File: src/hw/noise_timer_consts.svh
// Constants for the line noise timer and group-A/B event mask block
`ifndef NOISE_TIMER_CONSTS_SVH
`define NOISE_TIMER_CONSTS_SVH

`define CTL_ADDR_W             5
`define CTL_DATA_W             8
`define ADDR_GROUP_A_ENABLE    5'h0b
`define ADDR_GROUP_B_ENABLE    5'h0c
`define ADDR_NOISE_LIMIT       5'h0d
`define ADDR_NOISE_DIVIDER     5'h0e
`define RST_GROUP_A_ENABLE     8'h00
`define RST_GROUP_B_ENABLE     8'h00
`define RST_NOISE_LIMIT        7'h00
`define RST_NOISE_DIVIDER      8'h00
`define NOISE_LIMIT_W          7
`define NOISE_DIVIDER_W        8
`define NOISE_LIMIT_LSB        0
`define NOISE_LIMIT_MSB        6
`define NOISE_FLAG_BIT         5
`define ADVISED_NOISE_LIMIT    7'h40
`define ADVISED_NOISE_DIVIDER  8'hf9
`define CLK_PERIOD_NS          10
`define TICK_PERIOD_NS         80
`define TICK_CYCLES            ((`TICK_PERIOD_NS + `CLK_PERIOD_NS - 1) / `CLK_PERIOD_NS)

`endif

File: src/hw/noise_timer_pkg.sv
// Types shared by the line noise timer block
package noise_timer_pkg;
`include "noise_timer_consts.svh"

	typedef enum logic [2:0] {
		LINE_IDLE,
		LINE_HALT,
		LINE_MASTER,
		LINE_QUIET,
		LINE_SIGNAL_ABSENT,
		LINE_NOISE,
		LINE_ACTIVE,
		LINE_UNKNOWN
	} line_state_t;

	typedef struct packed {
		logic                    sel;
		logic                    wr;
		logic [`CTL_ADDR_W-1:0]  addr;
		logic [`CTL_DATA_W-1:0]  wdata;
	} ctl_req_t;

	typedef struct packed {
		logic                    valid;
		logic [`CTL_DATA_W-1:0]  rdata;
	} ctl_rsp_t;

	// Last member is bit 0, so idle_state lines up with enable bit 0
	typedef struct packed {
		logic spare_event;
		logic long_idle;
		logic elastic_buffer_error;
		logic cascade_or_connection_event;
		logic unknown_valid;
		logic active_state;
		logic state_limit;
		logic idle_state;
	} group_b_bits_t;

endpackage

File: src/hw/line_noise_timer_and_event_mask.sv
// Line noise timer with group-A/B event enable registers on the control bus
`timescale 1ns/10ps
`include "noise_timer_consts.svh"
module line_noise_timer_and_event_mask #(
	parameter int TICK_CYCLES = `TICK_CYCLES,
	parameter int LIMIT_W     = `NOISE_LIMIT_W,
	parameter int DIVIDER_W   = `NOISE_DIVIDER_W
) (
	input  wire logic                          clk_i,                    // System clock
	input  wire logic                          resetn_i,                 // Async reset, active low
	input  wire noise_timer_pkg::ctl_req_t     ctl_req_i,                // Control bus request
	output noise_timer_pkg::ctl_rsp_t          ctl_rsp_o,                // Control bus read answer
	input  wire noise_timer_pkg::line_state_t  line_state_i,             // Decoded line state
	input  wire noise_timer_pkg::group_b_bits_t receive_events_group_b_i, // Group-B event bits
	input  wire logic [`CTL_DATA_W-1:0]        receive_events_group_a_i, // Group-A event bits
	output logic                               group_b_summary_flag_o,   // Group-B summary
	output logic                               group_a_summary_flag_o,   // Group-A summary
	output logic                               noise_limit_reached_o,    // Pulse: noise limit hit
	output logic [LIMIT_W-1:0]                 noise_count_o,            // Live noise counter
	output logic [DIVIDER_W-1:0]               noise_divider_count_o     // Live divider counter
);
	import noise_timer_pkg::*;

	localparam int TICK_W = (TICK_CYCLES > 1) ? $clog2(TICK_CYCLES) : 1;

	logic [`CTL_DATA_W-1:0] group_a_enable_ff;
	logic [`CTL_DATA_W-1:0] group_b_enable_ff;
	logic [LIMIT_W-1:0]     noise_limit_start_value_ff;
	logic [DIVIDER_W-1:0]   noise_tick_divider_start_value_ff;

	logic [TICK_W-1:0]      tick_cnt_ff;
	logic                   tick;
	logic                   hold_lines;

	logic                   bus_wr;
	logic                   bus_rd;
	logic                   wr_group_a;
	logic                   wr_group_b;
	logic                   wr_limit;
	logic                   wr_divider;
	logic                   start_rewritten_ff;

	logic                   rsp_valid_ff;
	logic [`CTL_DATA_W-1:0] rsp_data_ff;
	logic [`CTL_DATA_W-1:0] nxt_rsp_data;

	logic                   group_a_summary_ff;
	logic                   group_b_summary_ff;
	logic                   nxt_group_a_summary;
	logic                   nxt_group_b_summary;
	logic                   reached;

	// Raw vectors: enable bit n gates event bit n
	function automatic logic hits(input logic [`CTL_DATA_W-1:0] ev,
	                              input logic [`CTL_DATA_W-1:0] en);
		hits = |(ev & en);
	endfunction

	assign bus_wr = ctl_req_i.sel && ctl_req_i.wr;
	assign bus_rd = ctl_req_i.sel && !ctl_req_i.wr;

	// Unmapped addresses miss every strobe, so such writes are dropped
	assign wr_group_a = bus_wr && (ctl_req_i.addr == `ADDR_GROUP_A_ENABLE);
	assign wr_group_b = bus_wr && (ctl_req_i.addr == `ADDR_GROUP_B_ENABLE);
	assign wr_limit   = bus_wr && (ctl_req_i.addr == `ADDR_NOISE_LIMIT);
	assign wr_divider = bus_wr && (ctl_req_i.addr == `ADDR_NOISE_DIVIDER);

	// Lines on which the timer is parked at its start values;
	// every code of the enum is legal, so no default is needed
	function automatic logic holds_counters(input line_state_t s);
		unique case (s)
			LINE_IDLE,
			LINE_HALT,
			LINE_MASTER,
			LINE_QUIET,
			LINE_SIGNAL_ABSENT: holds_counters = 1'b1;
			LINE_NOISE,
			LINE_ACTIVE,
			LINE_UNKNOWN:       holds_counters = 1'b0;
		endcase
	endfunction

	localparam logic [TICK_W-1:0] TICK_LAST = TICK_W'(TICK_CYCLES - 1);

	// Free-running tick divider
	// Phase is never realigned to line changes, which costs up to one tick of accuracy
	always_ff @(posedge clk_i or negedge resetn_i) begin
		if (!resetn_i) begin
			tick_cnt_ff <= '0;
		end else if (tick) begin
			tick_cnt_ff <= '0;
		end else begin
			tick_cnt_ff <= tick_cnt_ff + TICK_W'(1);
		end
	end

	assign tick = (tick_cnt_ff == TICK_LAST);

	assign hold_lines = holds_counters(line_state_i);

	// All group-B events masked out of reset
	always_ff @(posedge clk_i or negedge resetn_i) begin
		if (!resetn_i) begin
			group_b_enable_ff <= `RST_GROUP_B_ENABLE;
		end else if (wr_group_b) begin
			group_b_enable_ff <= ctl_req_i.wdata;
		end
	end

	// Feeds the group-A summary gate and the bus readback; group-A events live outside
	always_ff @(posedge clk_i or negedge resetn_i) begin
		if (!resetn_i) begin
			group_a_enable_ff <= `RST_GROUP_A_ENABLE;
		end else if (wr_group_a) begin
			group_a_enable_ff <= ctl_req_i.wdata;
		end
	end

	// Bit 7 is simply not stored, so it reads back as zero
	always_ff @(posedge clk_i or negedge resetn_i) begin
		if (!resetn_i) begin
			noise_limit_start_value_ff <= `RST_NOISE_LIMIT;
		end else if (wr_limit) begin
			noise_limit_start_value_ff <= ctl_req_i.wdata[`NOISE_LIMIT_MSB:`NOISE_LIMIT_LSB];
		end
	end

	always_ff @(posedge clk_i or negedge resetn_i) begin
		if (!resetn_i) begin
			noise_tick_divider_start_value_ff <= `RST_NOISE_DIVIDER;
		end else if (wr_divider) begin
			noise_tick_divider_start_value_ff <= ctl_req_i.wdata;
		end
	end

	// Reload one cycle after the write, once the new start value is stored
	always_ff @(posedge clk_i or negedge resetn_i) begin
		if (!resetn_i) begin
			start_rewritten_ff <= 1'b0;
		end else begin
			start_rewritten_ff <= bus_wr && (ctl_req_i.addr == `ADDR_NOISE_LIMIT ||
			                                 ctl_req_i.addr == `ADDR_NOISE_DIVIDER);
		end
	end

	// Unmapped addresses read as zero
	always_comb begin
		nxt_rsp_data = '0;
		unique case (ctl_req_i.addr)
			`ADDR_GROUP_A_ENABLE: nxt_rsp_data = group_a_enable_ff;
			`ADDR_GROUP_B_ENABLE: nxt_rsp_data = group_b_enable_ff;
			`ADDR_NOISE_LIMIT:    nxt_rsp_data = {1'b0, noise_limit_start_value_ff};
			`ADDR_NOISE_DIVIDER:  nxt_rsp_data = noise_tick_divider_start_value_ff;
			default:              nxt_rsp_data = '0;
		endcase
	end

	// Valid is a one-cycle pulse per read; data holds until the next read
	always_ff @(posedge clk_i or negedge resetn_i) begin
		if (!resetn_i) begin
			rsp_valid_ff <= 1'b0;
		end else begin
			rsp_valid_ff <= bus_rd;
		end
	end

	always_ff @(posedge clk_i or negedge resetn_i) begin
		if (!resetn_i) begin
			rsp_data_ff <= '0;
		end else if (bus_rd) begin
			rsp_data_ff <= nxt_rsp_data;
		end
	end

	assign ctl_rsp_o.valid = rsp_valid_ff;
	assign ctl_rsp_o.rdata = rsp_data_ff;

	// A bus reload beats a tick that lands in the same cycle, so that tick is lost;
	// with the free tick phase the first step after a reload comes one to
	// TICK_CYCLES clocks later, an error below one tick that the limit tolerates
	noise_tick_counter #(
		.LIMIT_W   (LIMIT_W),
		.DIVIDER_W (DIVIDER_W)
	) u_counter (
		.clk_i         (clk_i),
		.resetn_i      (resetn_i),
		.tick_i        (tick),
		.hold_i        (hold_lines),
		.reload_i      (start_rewritten_ff),
		.limit_start_i (noise_limit_start_value_ff),
		.div_start_i   (noise_tick_divider_start_value_ff),
		.count_o       (noise_count_o),
		.div_count_o   (noise_divider_count_o),
		.reached_o     (reached)
	);

	// Pulse only; the sticky event bit sits in the group-A event register
	assign noise_limit_reached_o = reached;

	assign nxt_group_b_summary = hits(receive_events_group_b_i, group_b_enable_ff);
	assign nxt_group_a_summary = hits(receive_events_group_a_i, group_a_enable_ff);

	// Summaries registered so they are glitch free toward the top condition register
	always_ff @(posedge clk_i or negedge resetn_i) begin
		if (!resetn_i) begin
			group_b_summary_ff <= 1'b0;
		end else begin
			group_b_summary_ff <= nxt_group_b_summary;
		end
	end

	always_ff @(posedge clk_i or negedge resetn_i) begin
		if (!resetn_i) begin
			group_a_summary_ff <= 1'b0;
		end else begin
			group_a_summary_ff <= nxt_group_a_summary;
		end
	end

	assign group_b_summary_flag_o = group_b_summary_ff;
	assign group_a_summary_flag_o = group_a_summary_ff;
endmodule

File: src/hw/noise_tick_counter.sv
// Noise counter and its divider counter, stepped once per tick
`timescale 1ns/10ps
module noise_tick_counter #(
	parameter int LIMIT_W   = 7,
	parameter int DIVIDER_W = 8
) (
	input  wire logic                 clk_i,          // System clock
	input  wire logic                 resetn_i,       // Async reset, active low
	input  wire logic                 tick_i,         // One-cycle step strobe
	input  wire logic                 hold_i,         // Line keeps counters loaded
	input  wire logic                 reload_i,       // Start value rewritten
	input  wire logic [LIMIT_W-1:0]   limit_start_i,  // Noise counter start value
	input  wire logic [DIVIDER_W-1:0] div_start_i,    // Divider start value
	output logic      [LIMIT_W-1:0]   count_o,        // Noise counter
	output logic      [DIVIDER_W-1:0] div_count_o,    // Divider counter
	output logic                      reached_o       // Pulse: both counters reached zero
);
	logic [LIMIT_W-1:0]   count_ff;
	logic [DIVIDER_W-1:0] div_ff;
	logic [LIMIT_W-1:0]   nxt_count;
	logic [DIVIDER_W-1:0] nxt_div;
	logic                 reached_ff;
	logic                 nxt_reached;
	logic                 both_zero;

	assign both_zero = (count_ff == '0) && (div_ff == '0);

	always_comb begin
		nxt_count   = count_ff;
		nxt_div     = div_ff;
		nxt_reached = 1'b0;
		if (reload_i) begin
			nxt_count = limit_start_i;
			nxt_div   = div_start_i;
		end else if (tick_i) begin
			if (hold_i) begin
				nxt_count = limit_start_i;
				nxt_div   = div_start_i;
			end else if (both_zero) begin
				nxt_count = limit_start_i;
				nxt_div   = div_start_i;
			end else if (div_ff == '0) begin
				nxt_div   = div_start_i;
				nxt_count = count_ff - LIMIT_W'(1);
			end else begin
				// Counts on from present values after a line change
				nxt_div = div_ff - DIVIDER_W'(1);
			end
			nxt_reached = !hold_i && !both_zero && (nxt_count == '0) && (nxt_div == '0);
		end
	end

	always_ff @(posedge clk_i or negedge resetn_i) begin
		if (!resetn_i) begin
			count_ff <= '0;
			div_ff   <= '0;
		end else begin
			count_ff <= nxt_count;
			div_ff   <= nxt_div;
		end
	end

	always_ff @(posedge clk_i or negedge resetn_i) begin
		if (!resetn_i) begin
			reached_ff <= 1'b0;
		end else begin
			reached_ff <= nxt_reached;
		end
	end

	assign count_o     = count_ff;
	assign div_count_o = div_ff;
	assign reached_o   = reached_ff;
endmodule

File: config.mk
export PLATFORM = sky130hd
export DESIGN_NAME = line_noise_timer_and_event_mask
export DESIGN_NICKNAME = d
export VERILOG_FILES = /design/src/hw/noise_timer_pkg.sv /design/src/hw/line_noise_timer_and_event_mask.sv /design/src/hw/noise_tick_counter.sv
export VERILOG_INCLUDE_DIRS = /design/src /design/src/hw
export SDC_FILE = /design/constraint.sdc
export NUM_CORES = 1
export LEC_CHECK = 0
export CAP_MARGIN = 20
export CORE_MARGIN = 2
export CORE_UTILIZATION = 30
export CTS_CLUSTER_DIAMETER = 150
export DETAILED_ROUTE_END_ITERATION = 16
export DONT_BUFFER_PORTS = 1
export HOLD_SLACK_MARGIN = 0.12
export PLACE_DENSITY_LB_ADDON = 0.1
export SLEW_MARGIN = 5
export SYNTH_ARGS = -nofsm -noshare
export SYNTH_HDL_FRONTEND = slang
export SYNTH_SLANG_ARGS = --single-unit
File: constraint.sdc
create_clock -name clk_i -period 2.4 [get_ports clk_i]
set_input_delay 0.24 -clock clk_i [delete_from_list [all_inputs] [get_ports clk_i]]
set_output_delay 0.24 -clock clk_i [all_outputs]
set_load 0.02 [all_outputs]
==> results of run 1 <==
[synth_stat cells (2+ instances only)]
master and n:
dfrtp_1 62, mux2_2 31, nand2_1 24, nor2_1 15
a21oi_1 14, a22oi_1 13, o21ai_0 9, a222oi_1 8
inv_1 8, o22a_1 8, clkbuf_1 7, nand4_1 7
nor4_1 7, a22o_1 6, a31oi_1 6, ha_1 6
nand2b_1 5, nand3_1 5, nor3_1 5, xor2_1 5
and3_1 3, a21boi_0 2, a21o_1 2, buf_6 2
mux2i_1 2, nor2b_1 2, nor4b_2 2, o32ai_1 2
or3_1 2
[power breakdown]
part           internal (uW)  switching [uW]  leakage (uW)
Combinational            447             534      0.000838
Clock                    584             436      0.000106
Sequential              1190             185      0.000809
[flip-flops by register name (all words and copies together), names as in the netlist]
register,cells
group_b_summary_flag_o,1
rsp_valid_ff,1
group_a_enable_ff,8
u_counter.div_count_o,8
u_counter.reached_o,1
group_b_enable_ff,8
group_a_summary_flag_o,1
tick_cnt_ff,3
start_rewritten_ff,1
noise_tick_divider_start_value_ff,8
rsp_data_ff,8
noise_limit_start_value_ff,7
u_counter.count_o,7
[worst max-delay path: stages (launching register included)]
cell and delay [ps]:
dfrtp_2 400, buf_4 170, or3_1 340, or3_4 350, a221o_1 300, a2111o_1 400
a2111oi_2 200
[through the flow]
stage | area [sq um] | cells | worst slack (ps)
detailed placement | 3570 | 450 | 101
CTS | 3960 | 482 | 72.0
floorplan | 3230 | 294 | 92.1
finish | 3970 | 482 | 130
global route | 3970 | 482 | 9.85
global placement | 3570 | 450 | 169
[per-layer routing]
metal	track usage (%)	share of wire, %	up-vias
met3	3.09	4.8	9
met1	25.5	48	1330
li1	-	-	1224
met2	27.4	46	67
met4	5.77	1.2	0
met5	0	0	-
[layout by cell type, fill, tap and decap left out, types with 9 or more instances in the layout]
cell           count
a21oi_1           14
clkbuf_8           9
dlygate4sd3_1     15
nor2_1            15
buf_4             31
nand2_1           24
dfrtp_1           58
o21ai_0            9
mux2_2            31
a22oi_1           13
[logic make-up (layout without fill, tap and decap cells)]
kind of cell / count (synthesis) / after routing / share of synthesized area (%)
flip-flops: 62 / 62 / 48.2
AO/OA/AOI/OAI: 83 / 83 / 19.4
adder cells (fa/ha/maj): 6 / 6 / 2.33
buffers and inverters: 20 / 72 / 2.96
XOR/XNOR: 6 / 6 / 1.63
multiplexers: 33 / 33 / 11.5
AND/OR/NAND/NOR: 84 / 84 / 14.0
[what timing repair did]
action / in CTS / in global routing
hold buffers: 16 / 0
endpoints found under the setup margin: 0 / 1
gates resized for setup: 0 / 1
hold endpoints to repair: 95 / 0
[layout make-up]
type	count	area (sq um)	share of cell area, %
Clock buffer	10	128	3.22
Timing Repair Buffer	47	410	10.3
Tap cell	136	170	4.29
Multi-Input combinational cell	212	1580	39.9
Sequential cell	62	1560	39.2
Clock inverter	6	86.3	2.18
Inverter	9	33.8	0.852
[path summary, 6_finish.rpt]
kind	endpoint	slack [ps]	depth (start not counted)
hold / removal	rsp_valid_ff	180	3
hold reg to reg	tick_cnt_ff[0]	430	1
setup / recovery	u_counter.reached_o	130	6
min in group asynchronous	u_counter.count_o[0]	480	2
max in group asynchronous	u_counter.div_count_o[3]	1630	2
setup reg to reg	u_counter.reached_o	130	6
==> impl_metrics.csv, run 1 <==
group,metric,value,unit
final_layout,utilization,38.2,%
timing,maxSlewViolCount,0,
timing,rsz0062_at_grt,"no",
timing,fin_tns_setup,0,ps
cts,root_buffer,"clkbuf_8",
synthesis,synth_top_cells_by_area,"dfrtp_1 48%, mux2_2 11%, a22oi_1 3.0%",
critical_path,worstSetupPathType,"flip-flop to flip-flop",
cts,worstSkewPairLatency,330,ps
job,drv_cap,0,
drt,dr.pass1.iters,5,
floorplan,die_h,108,um
cts,cts.clk_slew.worst_paths,80,ps
cts,clock_path_buffers,2,
critical_path,startpoint,"u_counter.div_count_o[0]",
power,powerDensity,852,nW/um^2
timing,final.hold.worst_slack,185,ps
floorplan,placementRows,37,
cts,cts_made_buffers,9,
synthesis,synthesis.nets,336,
timing,hold_viol,0,
timing,skew,11.5,ps
floorplan,core,10400,sq um
timing,tightest_slew,767,ps
synthesis,ys_types,53,
cts,tritoncts,"yes",
drt,final_antenna_net_count,0,
drt,drt-vias-per-instance,5.46,
timing,min_period_over_period,94.6,%
power,p_leak,0.00175,uW
critical_path,critPathLaunchType,"flip-flop",
timing,setup_viol,0,
floorplan,initial_core_util,31.0,%
run_status,status,"complete, no violations",
place,dp_hpwl,7070,um
grt,overflow,0,
grt,grt_pass1_vias,2805,
synthesis,yosysSeqAreaShare,48.2,%
drt,drtIter0Drc,181,
final_layout,nets,383,
worst_hold_path,worstHoldStart,"ctl_req_i[14]",
floorplan,ios,63,
drt,drc,0,
final_layout,drive_gt1_share,26.3,%
floorplan,die_w,108,um
final_layout,area_delta_synth_final,23.3,%
critical_path,end_kind,"flip-flop",
synthesis,syn_area,3220,sq um
synthesis,yosys.area.top_type,"dfrtp_1",
critical_path,r2r_start,"u_counter.div_count_o[0]",
critical_path,crit_arrival,2500,ps
power,vdd_drop_max,0.000320,V
worst_hold_path,hold_class,"input port to flip-flop",
drt,vias,2630,
drt,wl,9700,um
grt,antenna_found_initial,0,
timing,slew_headroom,48.3,%
cts,cts_setup_buffers,0,
synthesis,syn_area_per_cell,10.9,sq um
synthesis,async_reset_ff_share,100,%
synthesis,yosys_warnings,0,
final_layout,nFillCells,1068,
grt,grt_start_max_net_pins,63,
cts,htreeDepth,3,
grt,grt_pass1_wl,15700,um
timing,fmax,0.441,GHz
synthesis,synth-edff-count,0,
synthesis,synthFlopType,"dfrtp_1",
place,place.gp.congestion,0.844,
power,finalPower,3380,uW
synthesis,netlist_instances,294,
cts,cts.sinks,62,
critical_path,crit_fanout,6,
grt,groute.usage.overall,17.9,%
timing,period_needed,2270,ps
synthesis,synth_top_cell_area_share,48.2,%
final_layout,diodes,0,
drt,wl_per_cell,20.1,um
place,portBuffers,0,
synthesis,ys_ff_latch,62,
floorplan,dieArea,11600,sq um
critical_path,required,2630,ps
No activity file was read; power rests on OpenSTA's default activity.
==> run 2: changes to the inputs <==
REMOVE_ABC_BUFFERS = 1   (was not set)
==> run 2 against run 1 <==
  * Non-clock buffer count increased by 12
  * Critical path type unchanged
  * Critical endpoint unchanged
  * Wire length up 0.56%
  * Combinational power up 12%
==> impl_metrics.csv, run 2 (same netlist as run 1, synthesis figures left out) <==
group,metric,value,unit
grt,groute.usage.overall,17.7,%
timing,period_needed,2210,ps
floorplan,dieArea,11600,sq um
critical_path,slowest_stage,"a2111o_1",
drt,drt-vias-per-instance,5.39,
worst_hold_path,hold_depth,3,
floorplan,core,10400,sq um
power,p_leak,0.00182,uW
final_layout,multiInputGateArea,1610,sq um
drt,wl,9750,um
final_layout,diodes,0,
worst_hold_path,hold_class,"input port to flip-flop",
timing,tightest_slew,687,ps
cts,clock_path_buffers,2,
timing,rsz0062_at_grt,"no",
timing,fmax,0.453,GHz
timing,skew,15.6,ps
final_layout,utilization,39.4,%
run_status,status,"complete, no violations",
place,dp_hpwl,7320,um
cts,tritoncts,"yes",
final_layout,stdcell_count,494,
grt,grt_pass1_vias,2846,
cts,cts.sinks,62,
place,placed_cells,456,
final_layout,area_delta_synth_final,27.1,%
critical_path,crit_family,"compound AO/OA/AOI/OAI gates",
power,powerDensity,858,nW/um^2
critical_path,cpMostUsedCell,"or3_4",
critical_path,required,2640,ps
drt,dr_wl_met3,414,um
critical_path,regToRegEndpoint,"u_counter.reached_o",
drt,wl_met1,4500,um
floorplan,initial_core_util,31.0,%
floorplan,placementRows,37,
drt,wl_per_cell,19.7,um
cts,cts_made_buffers,9,
cts,htreeDepth,3,
final_layout,regArea,1550,sq um
critical_path,slowest_delay,450,ps
cts,root_buffer,"clkbuf_8",
drt,wl_met2,4700,um
job,drv_cap,0,
place,portBuffers,0,
final_layout,nets,395,
power,vdd_drop_max,0.000361,V
worst_hold_path,worstHoldStart,"ctl_req_i[14]",
final_layout,final_cell_mix,"62 x dfrtp_1, 43 x buf_4, 31 x mux2_2",
floorplan,die_h,108,um
critical_path,ff2ff_setup_slack,190,ps
critical_path,crit_arrival,2450,ps
drt,vias,2663,
final_layout,nFillCells,1052,
drt,drc,0,
timing,maxSlewViolCount,0,
timing,slew_headroom,53.7,%
floorplan,die_w,108,um
grt,overflow,0,
cts,cts.clk_slew.worst_paths,90,ps
grt,grt_pass1_wl,15600,um
drt,drtIter0Drc,131,
drt,final_antenna_net_count,0,
critical_path,critPathLaunchType,"flip-flop",
drt,highest_layer,"met4",
critical_path,reg2reg_depth,5,
timing,min_period_over_period,92.0,%
critical_path,crit_fanout,3,
timing,hold_viol,0,
critical_path,r2r_start,"u_counter.div_count_o[3]",
critical_path,worstSetupPathType,"flip-flop to flip-flop",
grt,grt_start_max_net_pins,63,
floorplan,ios,63,
final_layout,drive_gt1_share,28.8,%
final_layout,layout_commonest_cell,"dfrtp_1",
drt,dr.pass1.iters,4,
worst_hold_path,min_to,"rsp_valid_ff",
timing,setup_viol,0,
critical_path,timing.critical_path.buf_inv,0,
cts,worstSkewPairLatency,340,ps
grt,antenna_found_initial,0,
critical_path,path_cells,"or3_4, or3_4, a221o_1, a2111o_1, a2111oi_4",
place,place.gp.congestion,0.862,
critical_path,end_kind,"flip-flop",
## run 2: power breakdown
group	internal, uW	switching (uW)
registers	1190	159
logic	520	583
clock network	589	467
## run 2: per-layer routing
metal | vias to the layer above | track usage, %
li1 | 1254 | -
met1 | 1350 | 24.3
met2 | 48 | 27.7
met3 | 11 | 3.45
met4 | 0 | 6.23
met5 | - | 0
## run 2: through the flow
stage	cell area (sq um)	setup WS, ps	power, uW	TNS, ps	hold WS [ps]
final	4090	191	3510	0	196
after global routing	4090	30.6	3720	0	218
after CTS	4050	15.2	3510	0	179
after detailed placement	3600	-58.1	2330	-58.1	-53.9
after global placement	3600	65.9	2330	0	-53.5
after floorplan	3160	-103	1920	-103	-55.6
## run 2: worst max path at each step
stage / startpoint / end / cells past startpoint
after floorplan: u_counter.div_count_o[3] / u_counter.reached_o / 5
after CTS: u_counter.div_count_o[1] / u_counter.reached_o / 7
final: u_counter.div_count_o[3] / u_counter.reached_o / 5
after detailed placement: u_counter.div_count_o[1] / u_counter.reached_o / 7
after global routing: u_counter.div_count_o[2] / u_counter.reached_o / 8
after global placement: u_counter.div_count_o[2] / u_counter.reached_o / 5
## run 2: timing repair
action                                  in CTS  in global routing
endpoints found under the hold margin       95                  0
gates resized for setup                      3                  3
endpoints found under the setup margin       1                  1
pin swaps                                    1                  3
hold buffers                                16                  0
buffers inserted                             3                  3
## run 2: worst min-delay path: cells and delay by family
family | cells | cell delay (ps)
buffers and inverters | 2 | 220
AND/OR/NAND/NOR | 1 | 40
## run 2: layout make-up
class / count / area share, %
clock buffers: 9 / 3.03
clock inverters: 7 / 2.39
inverters: 9 / 0.826
multi-input cells: 212 / 39.4
flip-flops and latches: 62 / 37.9
well taps: 136 / 4.16
repair buffers: 59 / 12.2
